File: src/rtl/slci_pkg.sv
// Constants, types and shared decoding for the serial character display command interpreter.
// Overview of operation
// - Plain bytes outside sequences become character writes.
// - Bytes 0x08-0x0F outside glyph mode start a sequence, never displayed.
// - 0x0F acts alone; other prefixes take one value.
// - Prefix 0x08 sends next byte as instruction.
// - Set select, present byte, then pulse enable.
// - After prefix and value, resume normal interpretation.
// - Busy flag never read; fixed wait per write.
// - Clear/home wait 2.7 ms, others 80 us.
// - Continuous delay never alters the long wait.
// - Prefix 0x09 forces next byte as character data.
// - Prefix 0x0A sets one-shot wait in 10 us units.
// - Prefix 0x0B sets persistent wait until changed.
// - Prefix 0x0C pauses once without any display write.
// - Instruction 0x40-0x7F enters glyph write mode.
// - Byte 0xF0 leaves glyph mode; else glyph data.
// - Instruction 0x80-0xFF positions cursor for later text.
// - Block leaves reset by itself, ready for bytes.
// - Select low for instructions, high for data.
// - Enable strobe lasts about 3 us.
// - Serial bytes are 8N1, LSB first, two rates.
// - Prefixes 0x0D, 0x0E are discarded silently.
package slci_pkg;

    localparam int CLK_HZ = 250_000_000;
    localparam int CLK_NS = 4;

    localparam int BAUD_SLOW = 19_200;
    localparam int BAUD_FAST = 115_200;
    localparam int BIT_CYC_SLOW = CLK_HZ / BAUD_SLOW;
    localparam int BIT_CYC_FAST = CLK_HZ / BAUD_FAST;

    localparam int ENABLE_NS = 3000;
    localparam int ENABLE_CYC = (ENABLE_NS + CLK_NS - 1) / CLK_NS;
    localparam int UNIT_US = 10;
    localparam int UNIT_CYC = (UNIT_US * 1000) / CLK_NS;
    localparam int SHORT_WAIT_US = 80;
    localparam int SHORT_WAIT_CYC = (SHORT_WAIT_US * 1000) / CLK_NS;
    localparam int LONG_WAIT_US = 2700;
    localparam int LONG_WAIT_CYC = (LONG_WAIT_US * 1000) / CLK_NS;

    localparam int CNT_W = 20;
    localparam int BAUD_CNT_W = 16;

    localparam logic [7:0] PFX_LO = 8'h08;
    localparam logic [7:0] PFX_HI = 8'h0f;
    localparam logic [7:0] PFX_INSTR = 8'h08;
    localparam logic [7:0] PFX_DATA = 8'h09;
    localparam logic [7:0] PFX_SINGLE = 8'h0a;
    localparam logic [7:0] PFX_CONT = 8'h0b;
    localparam logic [7:0] PFX_PAUSE = 8'h0c;
    localparam logic [7:0] PFX_RSVD_A = 8'h0d;
    localparam logic [7:0] PFX_RSVD_B = 8'h0e;
    localparam logic [7:0] PFX_RESET = 8'h0f;
    localparam logic [7:0] GLYPH_EXIT = 8'hf0;
    localparam logic [7:0] INSTR_CLEAR = 8'h01;
    localparam logic [7:0] INSTR_HOME = 8'h02;
    localparam logic [7:0] GLYPH_ADDR_LO = 8'h40;
    localparam logic [7:0] GLYPH_ADDR_HI = 8'h7f;

    localparam logic RS_INSTR = 1'b0;
    localparam logic RS_DATA = 1'b1;

    typedef struct packed {
        logic instruction_data_select;
        logic [7:0] lcd_parallel_bus;
        logic enable;
    } slci_lcd_type;

    typedef struct packed {
        logic valid;
        logic [7:0] data;
    } slci_byte_type;

    function automatic logic slci_is_prefix(input logic [7:0] b);
        return (b >= PFX_LO) && (b <= PFX_HI);
    endfunction : slci_is_prefix

endpackage : slci_pkg

File: src/rtl/slci_uart_rx.sv
// Serial 8N1 receiver with two-flop pin synchronisers and rate select.
`timescale 1ns/1ps
module slci_uart_rx #(
    parameter int BIT_CYC_SLOW_P = slci_pkg::BIT_CYC_SLOW
) (
    input wire logic i_clk,
    input wire logic i_rst_n,
    input wire logic i_rx,
    input wire logic i_baud_fast,
    output slci_pkg::slci_byte_type o_byte,
    output logic o_frame_error
);
    import slci_pkg::*;

    typedef struct packed {
        logic [1:0] sync1;
        logic [1:0] sync2;
        logic busy;
        logic [BAUD_CNT_W-1:0] cnt;
        logic [BAUD_CNT_W-1:0] period;
        logic [3:0] bitn;
        logic [7:0] shreg;
        slci_byte_type out;
        logic ferr;
    } slci_rx_state_type;

    slci_rx_state_type s_reg;
    slci_rx_state_type s_next;
    logic [1:0] pins;
    logic rx_s;
    logic fast_s;

    assign pins = {i_baud_fast, i_rx};
    assign rx_s = s_reg.sync2[0];
    assign fast_s = s_reg.sync2[1];

    always_comb begin
        s_next = s_reg;
        s_next.sync1 = pins;
        s_next.sync2 = s_reg.sync1;
        s_next.out.valid = 1'b0;
        s_next.ferr = 1'b0;
        if (!s_reg.busy) begin
            if (!rx_s) begin
                // The rate is latched per frame so a jumper change never splits a byte.
                s_next.period = fast_s ? BAUD_CNT_W'(BIT_CYC_FAST) : BAUD_CNT_W'(BIT_CYC_SLOW_P);
                s_next.cnt = fast_s ? BAUD_CNT_W'(BIT_CYC_FAST / 2) : BAUD_CNT_W'(BIT_CYC_SLOW_P / 2);
                s_next.bitn = 4'h0;
                s_next.busy = 1'b1;
            end
        end else if (s_reg.cnt != '0) begin
            s_next.cnt = s_reg.cnt - 1'b1;
        end else begin
            s_next.cnt = s_reg.period - 1'b1;
            s_next.bitn = s_reg.bitn + 1'b1;
            if (s_reg.bitn == 4'h0) begin
                if (rx_s) begin
                    s_next.busy = 1'b0;
                end
            end else if (s_reg.bitn <= 4'h8) begin
                s_next.shreg = {rx_s, s_reg.shreg[7:1]};
            end else begin
                s_next.busy = 1'b0;
                s_next.out.valid = rx_s;
                s_next.out.data = s_reg.shreg;
                s_next.ferr = !rx_s;
            end
        end
    end

    always_ff @(posedge i_clk or negedge i_rst_n) begin
        if (!i_rst_n) begin
            s_reg <= '{sync1: 2'h1, sync2: 2'h1, default: '0};
        end else begin
            s_reg <= s_next;
        end
    end

    assign o_byte = s_reg.out;
    assign o_frame_error = s_reg.ferr;

endmodule : slci_uart_rx

File: src/rtl/slci_top.sv
// Command interpreter that turns serial bytes into character display writes.
`timescale 1ns/1ps
module slci_top #(
    parameter int BIT_CYC_SLOW_P = slci_pkg::BIT_CYC_SLOW,
    parameter int SHORT_WAIT_CYC_P = slci_pkg::SHORT_WAIT_CYC,
    parameter int LONG_WAIT_CYC_P = slci_pkg::LONG_WAIT_CYC
) (
    input wire logic i_clk,
    input wire logic i_rst_n,
    input wire logic i_rx,
    input wire logic i_baud_fast,
    output slci_pkg::slci_lcd_type o_lcd,
    output logic o_glyph_mode,
    output logic o_busy,
    output logic o_overrun,
    output logic o_frame_error
);
    import slci_pkg::*;

    typedef enum logic [2:0] {
        ST_IDLE = 3'h0,
        ST_VALUE = 3'h1,
        ST_SETUP = 3'h3,
        ST_STROBE = 3'h2,
        ST_WAIT = 3'h6
    } slci_fsm_type;

    typedef struct packed {
        slci_fsm_type state;
        slci_byte_type pend;
        logic [7:0] prefix;
        logic glyph;
        logic single_valid;
        logic [7:0] single_val;
        logic [7:0] cont_val;
        slci_lcd_type lcd;
        logic [CNT_W-1:0] cnt;
        logic [CNT_W-1:0] wait_cyc;
        logic overrun;
    } slci_state_type;

    slci_state_type s_reg;
    slci_state_type s_next;
    slci_byte_type rx_byte;
    logic rx_ferr;

    slci_uart_rx #(
        .BIT_CYC_SLOW_P(BIT_CYC_SLOW_P)
    ) u_rx (
        .i_clk(i_clk),
        .i_rst_n(i_rst_n),
        .i_rx(i_rx),
        .i_baud_fast(i_baud_fast),
        .o_byte(rx_byte),
        .o_frame_error(rx_ferr)
    );

    // Scales a delay byte into clock cycles in 10 us units.
    function automatic logic [CNT_W-1:0] unit_cycles(input logic [7:0] v);
        return CNT_W'(v) * CNT_W'(UNIT_CYC);
    endfunction : unit_cycles

    // Picks the settle time that follows a write of this kind and value.
    function automatic logic [CNT_W-1:0] settle_cycles(
        input logic is_instr,
        input logic [7:0] v,
        input logic single_valid,
        input logic [7:0] single_val,
        input logic [7:0] cont_val
    );
        logic long_op;
        long_op = is_instr && ((v == INSTR_CLEAR) || (v == INSTR_HOME));
        if (single_valid && (single_val != 8'h00)) begin
            return unit_cycles(single_val);
        end else if (long_op) begin
            return CNT_W'(LONG_WAIT_CYC_P);
        end else if (cont_val != 8'h00) begin
            return unit_cycles(cont_val);
        end else begin
            return CNT_W'(SHORT_WAIT_CYC_P);
        end
    endfunction : settle_cycles

    logic take;
    logic [7:0] b;

    assign b = s_reg.pend.data;

    always_comb begin
        s_next = s_reg;
        s_next.overrun = 1'b0;
        take = 1'b0;

        unique case (s_reg.state)
            ST_IDLE: begin
                if (s_reg.pend.valid) begin
                    take = 1'b1;
                    if (s_reg.glyph) begin
                        if (b == GLYPH_EXIT) begin
                            s_next.glyph = 1'b0;
                        end else begin
                            // Glyph rows may fall in the prefix range, so no decoding here.
                            s_next.lcd.instruction_data_select = RS_DATA;
                            s_next.lcd.lcd_parallel_bus = b;
                            s_next.state = ST_SETUP;
                        end
                    end else if (slci_is_prefix(b)) begin
                        if (b == PFX_RESET) begin
                            // Soft reset: sequence, glyph mode and delays back to defaults.
                            s_next.glyph = 1'b0;
                            s_next.single_valid = 1'b0;
                            s_next.single_val = 8'h00;
                            s_next.cont_val = 8'h00;
                            s_next.prefix = 8'h00;
                        end else begin
                            // Reserved prefixes also swallow one value byte, so later bytes stay paired.
                            s_next.prefix = b;
                            s_next.state = ST_VALUE;
                        end
                    end else begin
                        s_next.lcd.instruction_data_select = RS_DATA;
                        s_next.lcd.lcd_parallel_bus = b;
                        s_next.state = ST_SETUP;
                    end
                end
            end

            ST_VALUE: begin
                if (s_reg.pend.valid) begin
                    take = 1'b1;
                    s_next.state = ST_IDLE;
                    unique case (s_reg.prefix)
                        PFX_INSTR: begin
                            s_next.lcd.instruction_data_select = RS_INSTR;
                            s_next.lcd.lcd_parallel_bus = b;
                            s_next.state = ST_SETUP;
                            if ((b >= GLYPH_ADDR_LO) && (b <= GLYPH_ADDR_HI)) begin
                                s_next.glyph = 1'b1;
                            end
                        end
                        PFX_DATA: begin
                            s_next.lcd.instruction_data_select = RS_DATA;
                            s_next.lcd.lcd_parallel_bus = b;
                            s_next.state = ST_SETUP;
                        end
                        PFX_SINGLE: begin
                            s_next.single_valid = 1'b1;
                            s_next.single_val = b;
                        end
                        PFX_CONT: begin
                            s_next.cont_val = b;
                        end
                        PFX_PAUSE: begin
                            if (b != 8'h00) begin
                                s_next.cnt = unit_cycles(b) - 1'b1;
                                s_next.state = ST_WAIT;
                            end
                        end
                        PFX_RSVD_A, PFX_RSVD_B: begin
                            s_next.state = ST_IDLE;
                        end
                        default: begin
                            s_next.state = ST_IDLE;
                        end
                    endcase
                end
            end

            ST_SETUP: begin
                // Select and data settle one cycle before the strobe rises.
                s_next.wait_cyc = settle_cycles(s_reg.lcd.instruction_data_select == RS_INSTR,
                    s_reg.lcd.lcd_parallel_bus, s_reg.single_valid, s_reg.single_val,
                    s_reg.cont_val);
                s_next.single_valid = 1'b0;
                s_next.lcd.enable = 1'b1;
                s_next.cnt = CNT_W'(ENABLE_CYC - 1);
                s_next.state = ST_STROBE;
            end

            ST_STROBE: begin
                if (s_reg.cnt != '0) begin
                    s_next.cnt = s_reg.cnt - 1'b1;
                end else begin
                    s_next.lcd.enable = 1'b0;
                    s_next.cnt = s_reg.wait_cyc - 1'b1;
                    s_next.state = ST_WAIT;
                end
            end

            ST_WAIT: begin
                if (s_reg.cnt != '0) begin
                    s_next.cnt = s_reg.cnt - 1'b1;
                end else begin
                    s_next.state = ST_IDLE;
                end
            end

            default: begin
                s_next.state = ST_IDLE;
            end
        endcase

        // A single byte is held while the display is busy; a second one replaces it.
        if (rx_byte.valid) begin
            s_next.pend = rx_byte;
            s_next.overrun = s_reg.pend.valid && !take;
        end else if (take) begin
            s_next.pend.valid = 1'b0;
        end
    end

    always_ff @(posedge i_clk or negedge i_rst_n) begin
        if (!i_rst_n) begin
            s_reg <= '{state: ST_IDLE, default: '0};
        end else begin
            s_reg <= s_next;
        end
    end

    assign o_lcd = s_reg.lcd;
    assign o_glyph_mode = s_reg.glyph;
    assign o_busy = (s_reg.state != ST_IDLE) && (s_reg.state != ST_VALUE);
    assign o_overrun = s_reg.overrun;
    assign o_frame_error = rx_ferr;

endmodule : slci_top

File: config.mk
export PLATFORM = sky130hd
export DESIGN_NAME = slci_top
export DESIGN_NICKNAME = d
export VERILOG_FILES = /design/src/rtl/slci_pkg.sv /design/src/rtl/slci_uart_rx.sv /design/src/rtl/slci_top.sv
export SDC_FILE = /design/constraint.sdc
export NUM_CORES = 1
export LEC_CHECK = 0
export BUFFER_PORTS_ARGS = -buffer_cell sky130_fd_sc_hd__buf_4
export CAP_MARGIN = 10
export CORE_MARGIN = 10
export CORE_UTILIZATION = 38
export CTS_CLUSTER_DIAMETER = 120
export DETAILED_ROUTE_END_ITERATION = 6
export GPL_TIMING_DRIVEN = 0
export PLACE_DENSITY_LB_ADDON = 0.15
export SYNTH_ARGS = -nofsm -noshare
export SYNTH_HDL_FRONTEND = slang
export SYNTH_SLANG_ARGS = --single-unit
File: constraint.sdc
create_clock -name i_clk -period 5.4 [get_ports i_clk]
set_input_delay 0.27 -clock i_clk [delete_from_list [all_inputs] [get_ports i_clk]]
set_output_delay 0.27 -clock i_clk [all_outputs]
set_load 0.005 [all_outputs]
Word-level counts from Yosys, hierarchy flattened
Index checks and enable logic that the tools add are counted.
Storage, ports and cells
  flip-flop bits (word level): 148
  input bits: 4
  output and inout port bits: 14
Operators by class
  equality and inequality tests: 34
  order comparisons: 5
  reductions and logical operators: 37
  $mul: 3
  add/subtract/negate cells: 6
  multiplexer cells: 61
  bitwise operators: 7
Operator list (number)
  20-bit two-way mux: 8
  20-bit case mux with 4 select lines: 1
  17-bit two-way mux: 4
  20-bit by 1-bit subtractor with 20-bit output (second input constant): 3
  8-bit by 10-bit multiplier with 18-bit output (second input constant): 3
  27-bit two-way mux: 2
  25-bit case mux with 2 select lines: 1
  8-bit by 4-bit == test with 1-bit output (second input constant): 6
  37-bit two-way mux: 1
  9-bit two-way mux: 4
  16-bit by 1-bit subtractor with 16-bit output (second input constant): 2
  3-bit two-way mux: 9
  8-bit two-way mux: 3
  2-bit inequality test (second input constant): 12
  8-bit nonzero test: 3
  22-bit two-way mux: 1
  7-bit AND reduction: 3
  10-bit two-way mux: 2
  20-bit nonzero test: 1
  18-bit two-way mux: 1
  9-bit case mux with 2 select lines: 1
  16-bit two-way mux: 1
  16-bit nonzero test: 1
  3-bit case mux with 5 select lines: 1
  37 further kinds: 79

Depth between registers and ports, before layout
  word-level depth: 6
  depth in mapped cells: 18

Cells and area by module
Synthesis repeated with hierarchy kept, for this count alone.
Second synthesis, totals
  cell total of the unflattened synthesis: 1247
  area, all modules: 11358.4 µm²
By module, submodules not included
  slci_top: cells each 1007, instances 1, area each 8887.3 µm², sequential area each 2177.1 µm²
  slci_uart_rx: cells each 240, instances 1, area each 2471.1 µm², sequential area each 1153.6 µm²

Worst setup path before layout
OpenSTA, ideal clock, no wires.
  path kind: register to register
  start point: register s_reg (netlist bit b[3])
  end point: register s_reg[38] in the netlist's numbering
  path slack: 1.138 ns
  stages on the path, launching flop included: 17
  period minus slack after synthesis: 4.262 ns
  data arrival time: 4.132 ns
  library setup time: 0.130 ns
  path through: dfrtp_1 > inv_1 > ha_1 > ha_1 > inv_1 > fa_1 > fa_1 > inv_1 > ha_1 > a211oi_1 > o21ai_0 > a21o_1 > xor2_1 > nor3_1 > nor3b_1 > xnor2_1 > o21ai_0
On the way
  word-level cells in the longest chain between the ends: 6
  elaborated cells on any way between the ends: 9
  those cells by class: add/sub: 1; mul: 1; eq/ne: 1; mux: 4; reduce/logical: 2
RTL lines
  start: declaration: RTL line slci_top.sv:42  | slci_state_type s_reg;
  start signal: assignment: RTL line slci_top.sv:216  | s_reg <= s_next;
  8-bit by 10-bit multiplier with 18-bit output: RTL line slci_top.sv:60  | return CNT_W'(v) * CNT_W'(UNIT_CYC);
  20-bit by 1-bit subtractor with 20-bit output: RTL line slci_top.sv:155  | s_next.cnt = unit_cycles(b) - 1'b1;
  20-bit two-way mux: RTL line slci_top.sv:154  | if (b != 8'h00) begin
  20-bit two-way mux: RTL line slci_top.sv:132  | unique case (s_reg.prefix)
  20-bit two-way mux: RTL line slci_top.sv:129  | if (s_reg.pend.valid) begin
  20-bit case mux with 4 select lines: RTL line slci_top.sv:94  | unique case (s_reg.state)
Several ways; a longest one is shown, not always the timed one. The select of a mux whose other input is x is not followed.
A chain may end at the register's enable or synchronous reset.

Worst setup path in the final report
Ends and elaborated chain as after synthesis.

==> reports/qor.csv <==
stage;metric;value;unit
worst_setup_path;Crit Path Max Fanout;11;
clocking;CTS tree;built;
worst_setup_path;critical path endpoint category;register;
power;Pleak;5.99;nW
timing;FMAX;204;MHz
logic_synthesis;post-synthesis net count;1365;
clocking;cts bufs inserted;17;
worst_setup_path;crit-path most repeated cell;fa_1;
cells_and_area;Fill cells;2759;
power;worst vdd ir;169;uV
timing;Worst Max-Slew Pin Slew;0.907;ns
timing;# setup viols final;0;
route;antenna-violating nets left;0;
cells_and_area;fin util;0.431;
logic_synthesis;largest family of logic cells by synthesized area;adder cells;
worst_setup_path;Worst path max stage delay;0.67;ns
logic_synthesis;multiplexer area fraction after synthesis;0.0208;
die;# rows;61;
route;Vias;8539;
clocking;H-Tree Depth;4;
logic_synthesis;share of the synthesized area in the top cell type;0.305;
route;Via density;5.27;
route;Total Routed Length;26900;um
logic_synthesis;Avg Inst Size Synth;9.05;um^2
worst_setup_path;Top Family by Delay on Critical Path;adder cells;
logic_synthesis;area leader, netlist;dfrtp_1;
logic_synthesis;Seq cells post-synth;133;
worst_setup_path;Setup CP Type;register to register;
route;Pre-antenna DRT Iters;5;
worst_setup_path;CP max-delay cell;dfrtp_1;
worst_setup_path;crit path cell chain;inv_1 > ha_1 > ha_1 > inv_1 > fa_1 > fa_1 > fa_1 > xnor2_1 > nor3b_1 > o21a_1 > o21ai_0 > nor3_1 > nor3b_1 > xnor2_1 > o21ai_0;
die;I/O pins;18;
logic_synthesis;synth unique cells;74;
timing;endpoints failing hold;0;
logic_synthesis;Post-Synth Adder-Cell Area;0.227;
power;pwr/cell area;187;nW/um^2
cells_and_area;area grow syn2layout;11.8;%
route;# DRC;0;
logic_synthesis;Synth Flop Type;dfrtp_1;
worst_setup_path;Crit path buffers/inverters;2;
cells_and_area;share of post-route cells with drive strength above 1;0.0927;
place;Placer Congestion;0.882;
logic_synthesis;Synth Area in XOR/XNOR;0.0562;
logic_synthesis;Cells after Synth;1188;
logic_synthesis;Synth Area in Simple Gates;0.164;
logic_synthesis;FFs w/ async S/R, synth;1.00;
cells_and_area;most frequent cells in the layout;ha_1 (137), dfrtp_1 (131), inv_1 (126);
timing;max_slew headroom;0.390;
global_routing;GR peak layer;met1;
status;status;completed;
global_routing;met2 Resource Use GR;0.221;
clocking;clk_lat worst skew;0.42;ns
timing;post-route minimum period;4.90;ns
place;DP HPWL;20600;um
route;initial DRC count;690;
global_routing;vias in the first global route;8249;
logic_synthesis;sequential area share after synthesis;0.310;
timing;Setup Skew;0.0110;ns
clocking;root buffer cell;clkbuf_16;
global_routing;routing usage on met3;0.0257;
logic_synthesis;number of synthesized flops with an enable pin;0;
hold_path;Hold Crit Class;primary input to asynchronous set/reset pin;
cells_and_area;commonest non-fill, non-tap cell in the layout;ha_1;
global_routing;first-pass GRT wire length;44400;um
clocking;clock transition at the registers of the reported paths;0.07;ns
die;Die W;188;um
cells_and_area;# nets final;1405;
die;Die Ht;188;um
timing;RSZ-0062 raised after global routing;no;
worst_setup_path;Worst setup SP type;register;
cells_and_area;diodes inserted;0;
timing;Pins Over Slew Limit;0;
global_routing;initial antenna violation count;0;
clocking;clk sinks;133;
place;IO buf count;17;
worst_setup_path;CP required;5.69;ns
cells_and_area;Largest register FFs;67;
logic_synthesis;Synth Cell Area;10700;um^2
die;die area;35400;um^2
die;Core Region;27900;um^2
timing;setup TNS;0;ns
worst_setup_path;worst path arrival time;5.19;ns
flow_run;max-cap viol count;0;
global_routing;met1 Resource Use GR;0.227;
logic_synthesis;post-synthesis compound-gate area fraction;0.157;
global_routing;largest net degree at the start of global routing;96;
die;Starting Density;0.386;
global_routing;GRT Util Overall;0.153;
global_routing;GRT Residual Overflow;0;
logic_synthesis;synth top area cells;dfrtp_1 (31%), ha_1 (16%), fa_1 (6.7%), inv_1 (4.4%), o21ai_0 (4.1%);
clocking;clock tree buffer depth;2;
logic_synthesis;Synth Warn #;0;
timing;final worst path period share;0.907;
route;drt wl/cell;16.6;um
==> routing by layer <==
layer	share of wire	up-vias	wire, um
met3	0.039	20	1060
met2	0.42	169	11300
li1	-	4223	-
met1	0.53	4127	14100
met5	0	-	0
met4	0.015	0	411
==> worst paths after layout <==
check,slack (ns),startpoint,end,depth (start not counted)
worst min-delay path,0.33,i_rst_n,s_reg[15],2
worst max-delay path,0.50,b[3],s_reg[38],15
max in group asynchronous,4.25,i_rst_n,u_rx.s_next[55],3
worst min register to register,0.35,u_rx.s_next[56],u_rx.fast_s,0
worst max register to register,0.50,b[3],s_reg[38],15
min in group i_clk,0.35,u_rx.s_next[56],u_rx.fast_s,0
==> cell type report <==
| type | count | area, um^2 | area share |
|---|---|---|---|
| clock inverter | 15 | 184 | 0.0153 |
| clock buffer | 17 | 425 | 0.0354 |
| timing repair buffer | 21 | 189 | 0.0157 |
| inverter | 127 | 477 | 0.0397 |
| tap | 378 | 473 | 0.0394 |
| sequential | 133 | 3330 | 0.277 |
| multi-input combinational | 880 | 6720 | 0.559 |
| buffer | 48 | 225 | 0.0187 |
==> power by group <==
part / switching (W) / total, W / leakage, nW / internal [W]
combinational: 0.0000239 / 0.0000301 / 3.90 / 0.00000616
clock: 0.000513 / 0.00122 / 0.304 / 0.000704
sequential: 0.000000583 / 0.000999 / 1.79 / 0.000998
==> Yosys cell counts, types with 4 or more instances <==
cell type    n
or3_1        7
o211ai_1     4
and3_1       7
buf_2        6
a21oi_1     70
clkbuf_1    32
dfrtp_1    131
nor3_1      32
a221oi_1     8
a21o_1       9
ha_1       137
a31oi_1     11
o21ai_0     89
nand3_1     28
nor2_1      84
inv_1      126
nand3b_1     4
a211oi_1     9
o31ai_1     21
buf_4       10
fa_1        36
a32oi_1      7
or2_2        6
a22o_1       6
nand2_1     98
xor2_1      23
o22ai_1     11
nand4_1      4
nor2b_1     12
xnor2_1     46
nor4_1      15
mux2_2      19
and2_1       9
nand2b_1     7
==> metrics by stage <==
stage / cells / setup WS [ns] / total power [W] / hold WS [ns] / instance area [um^2]
floorplan: 1188 / 1.14 / 0.00102 / -0.0256 / 10700
global placement: 1583 / 0.506 / 0.00104 / 0.338 / 11300
detailed placement: 1584 / 0.473 / 0.00105 / 0.217 / 11400
CTS: 1619 / 0.458 / 0.00228 / 0.345 / 12000
global route: 1619 / 0.0818 / 0.00233 / 0.351 / 12000
finish: 1619 / 0.504 / 0.00225 / 0.326 / 12000
==> repair_timing <==
action	4_1_cts	5_1_grt
hold buffers	3	0
resized for setup	0	0
setup endpoints to repair	0	0
hold endpoints to repair	40	0
setup buffers	0	0
==> cell families after synthesis <==
family	count (synthesis)
and+or+nand+nor	344
DFF	133
adders and majority gates	173
AOI/OAI and AO/OA	274
xor gates and xnor gates	69
buffers and inverters	175
muxes	20
(Power assumes the default switching activity.)
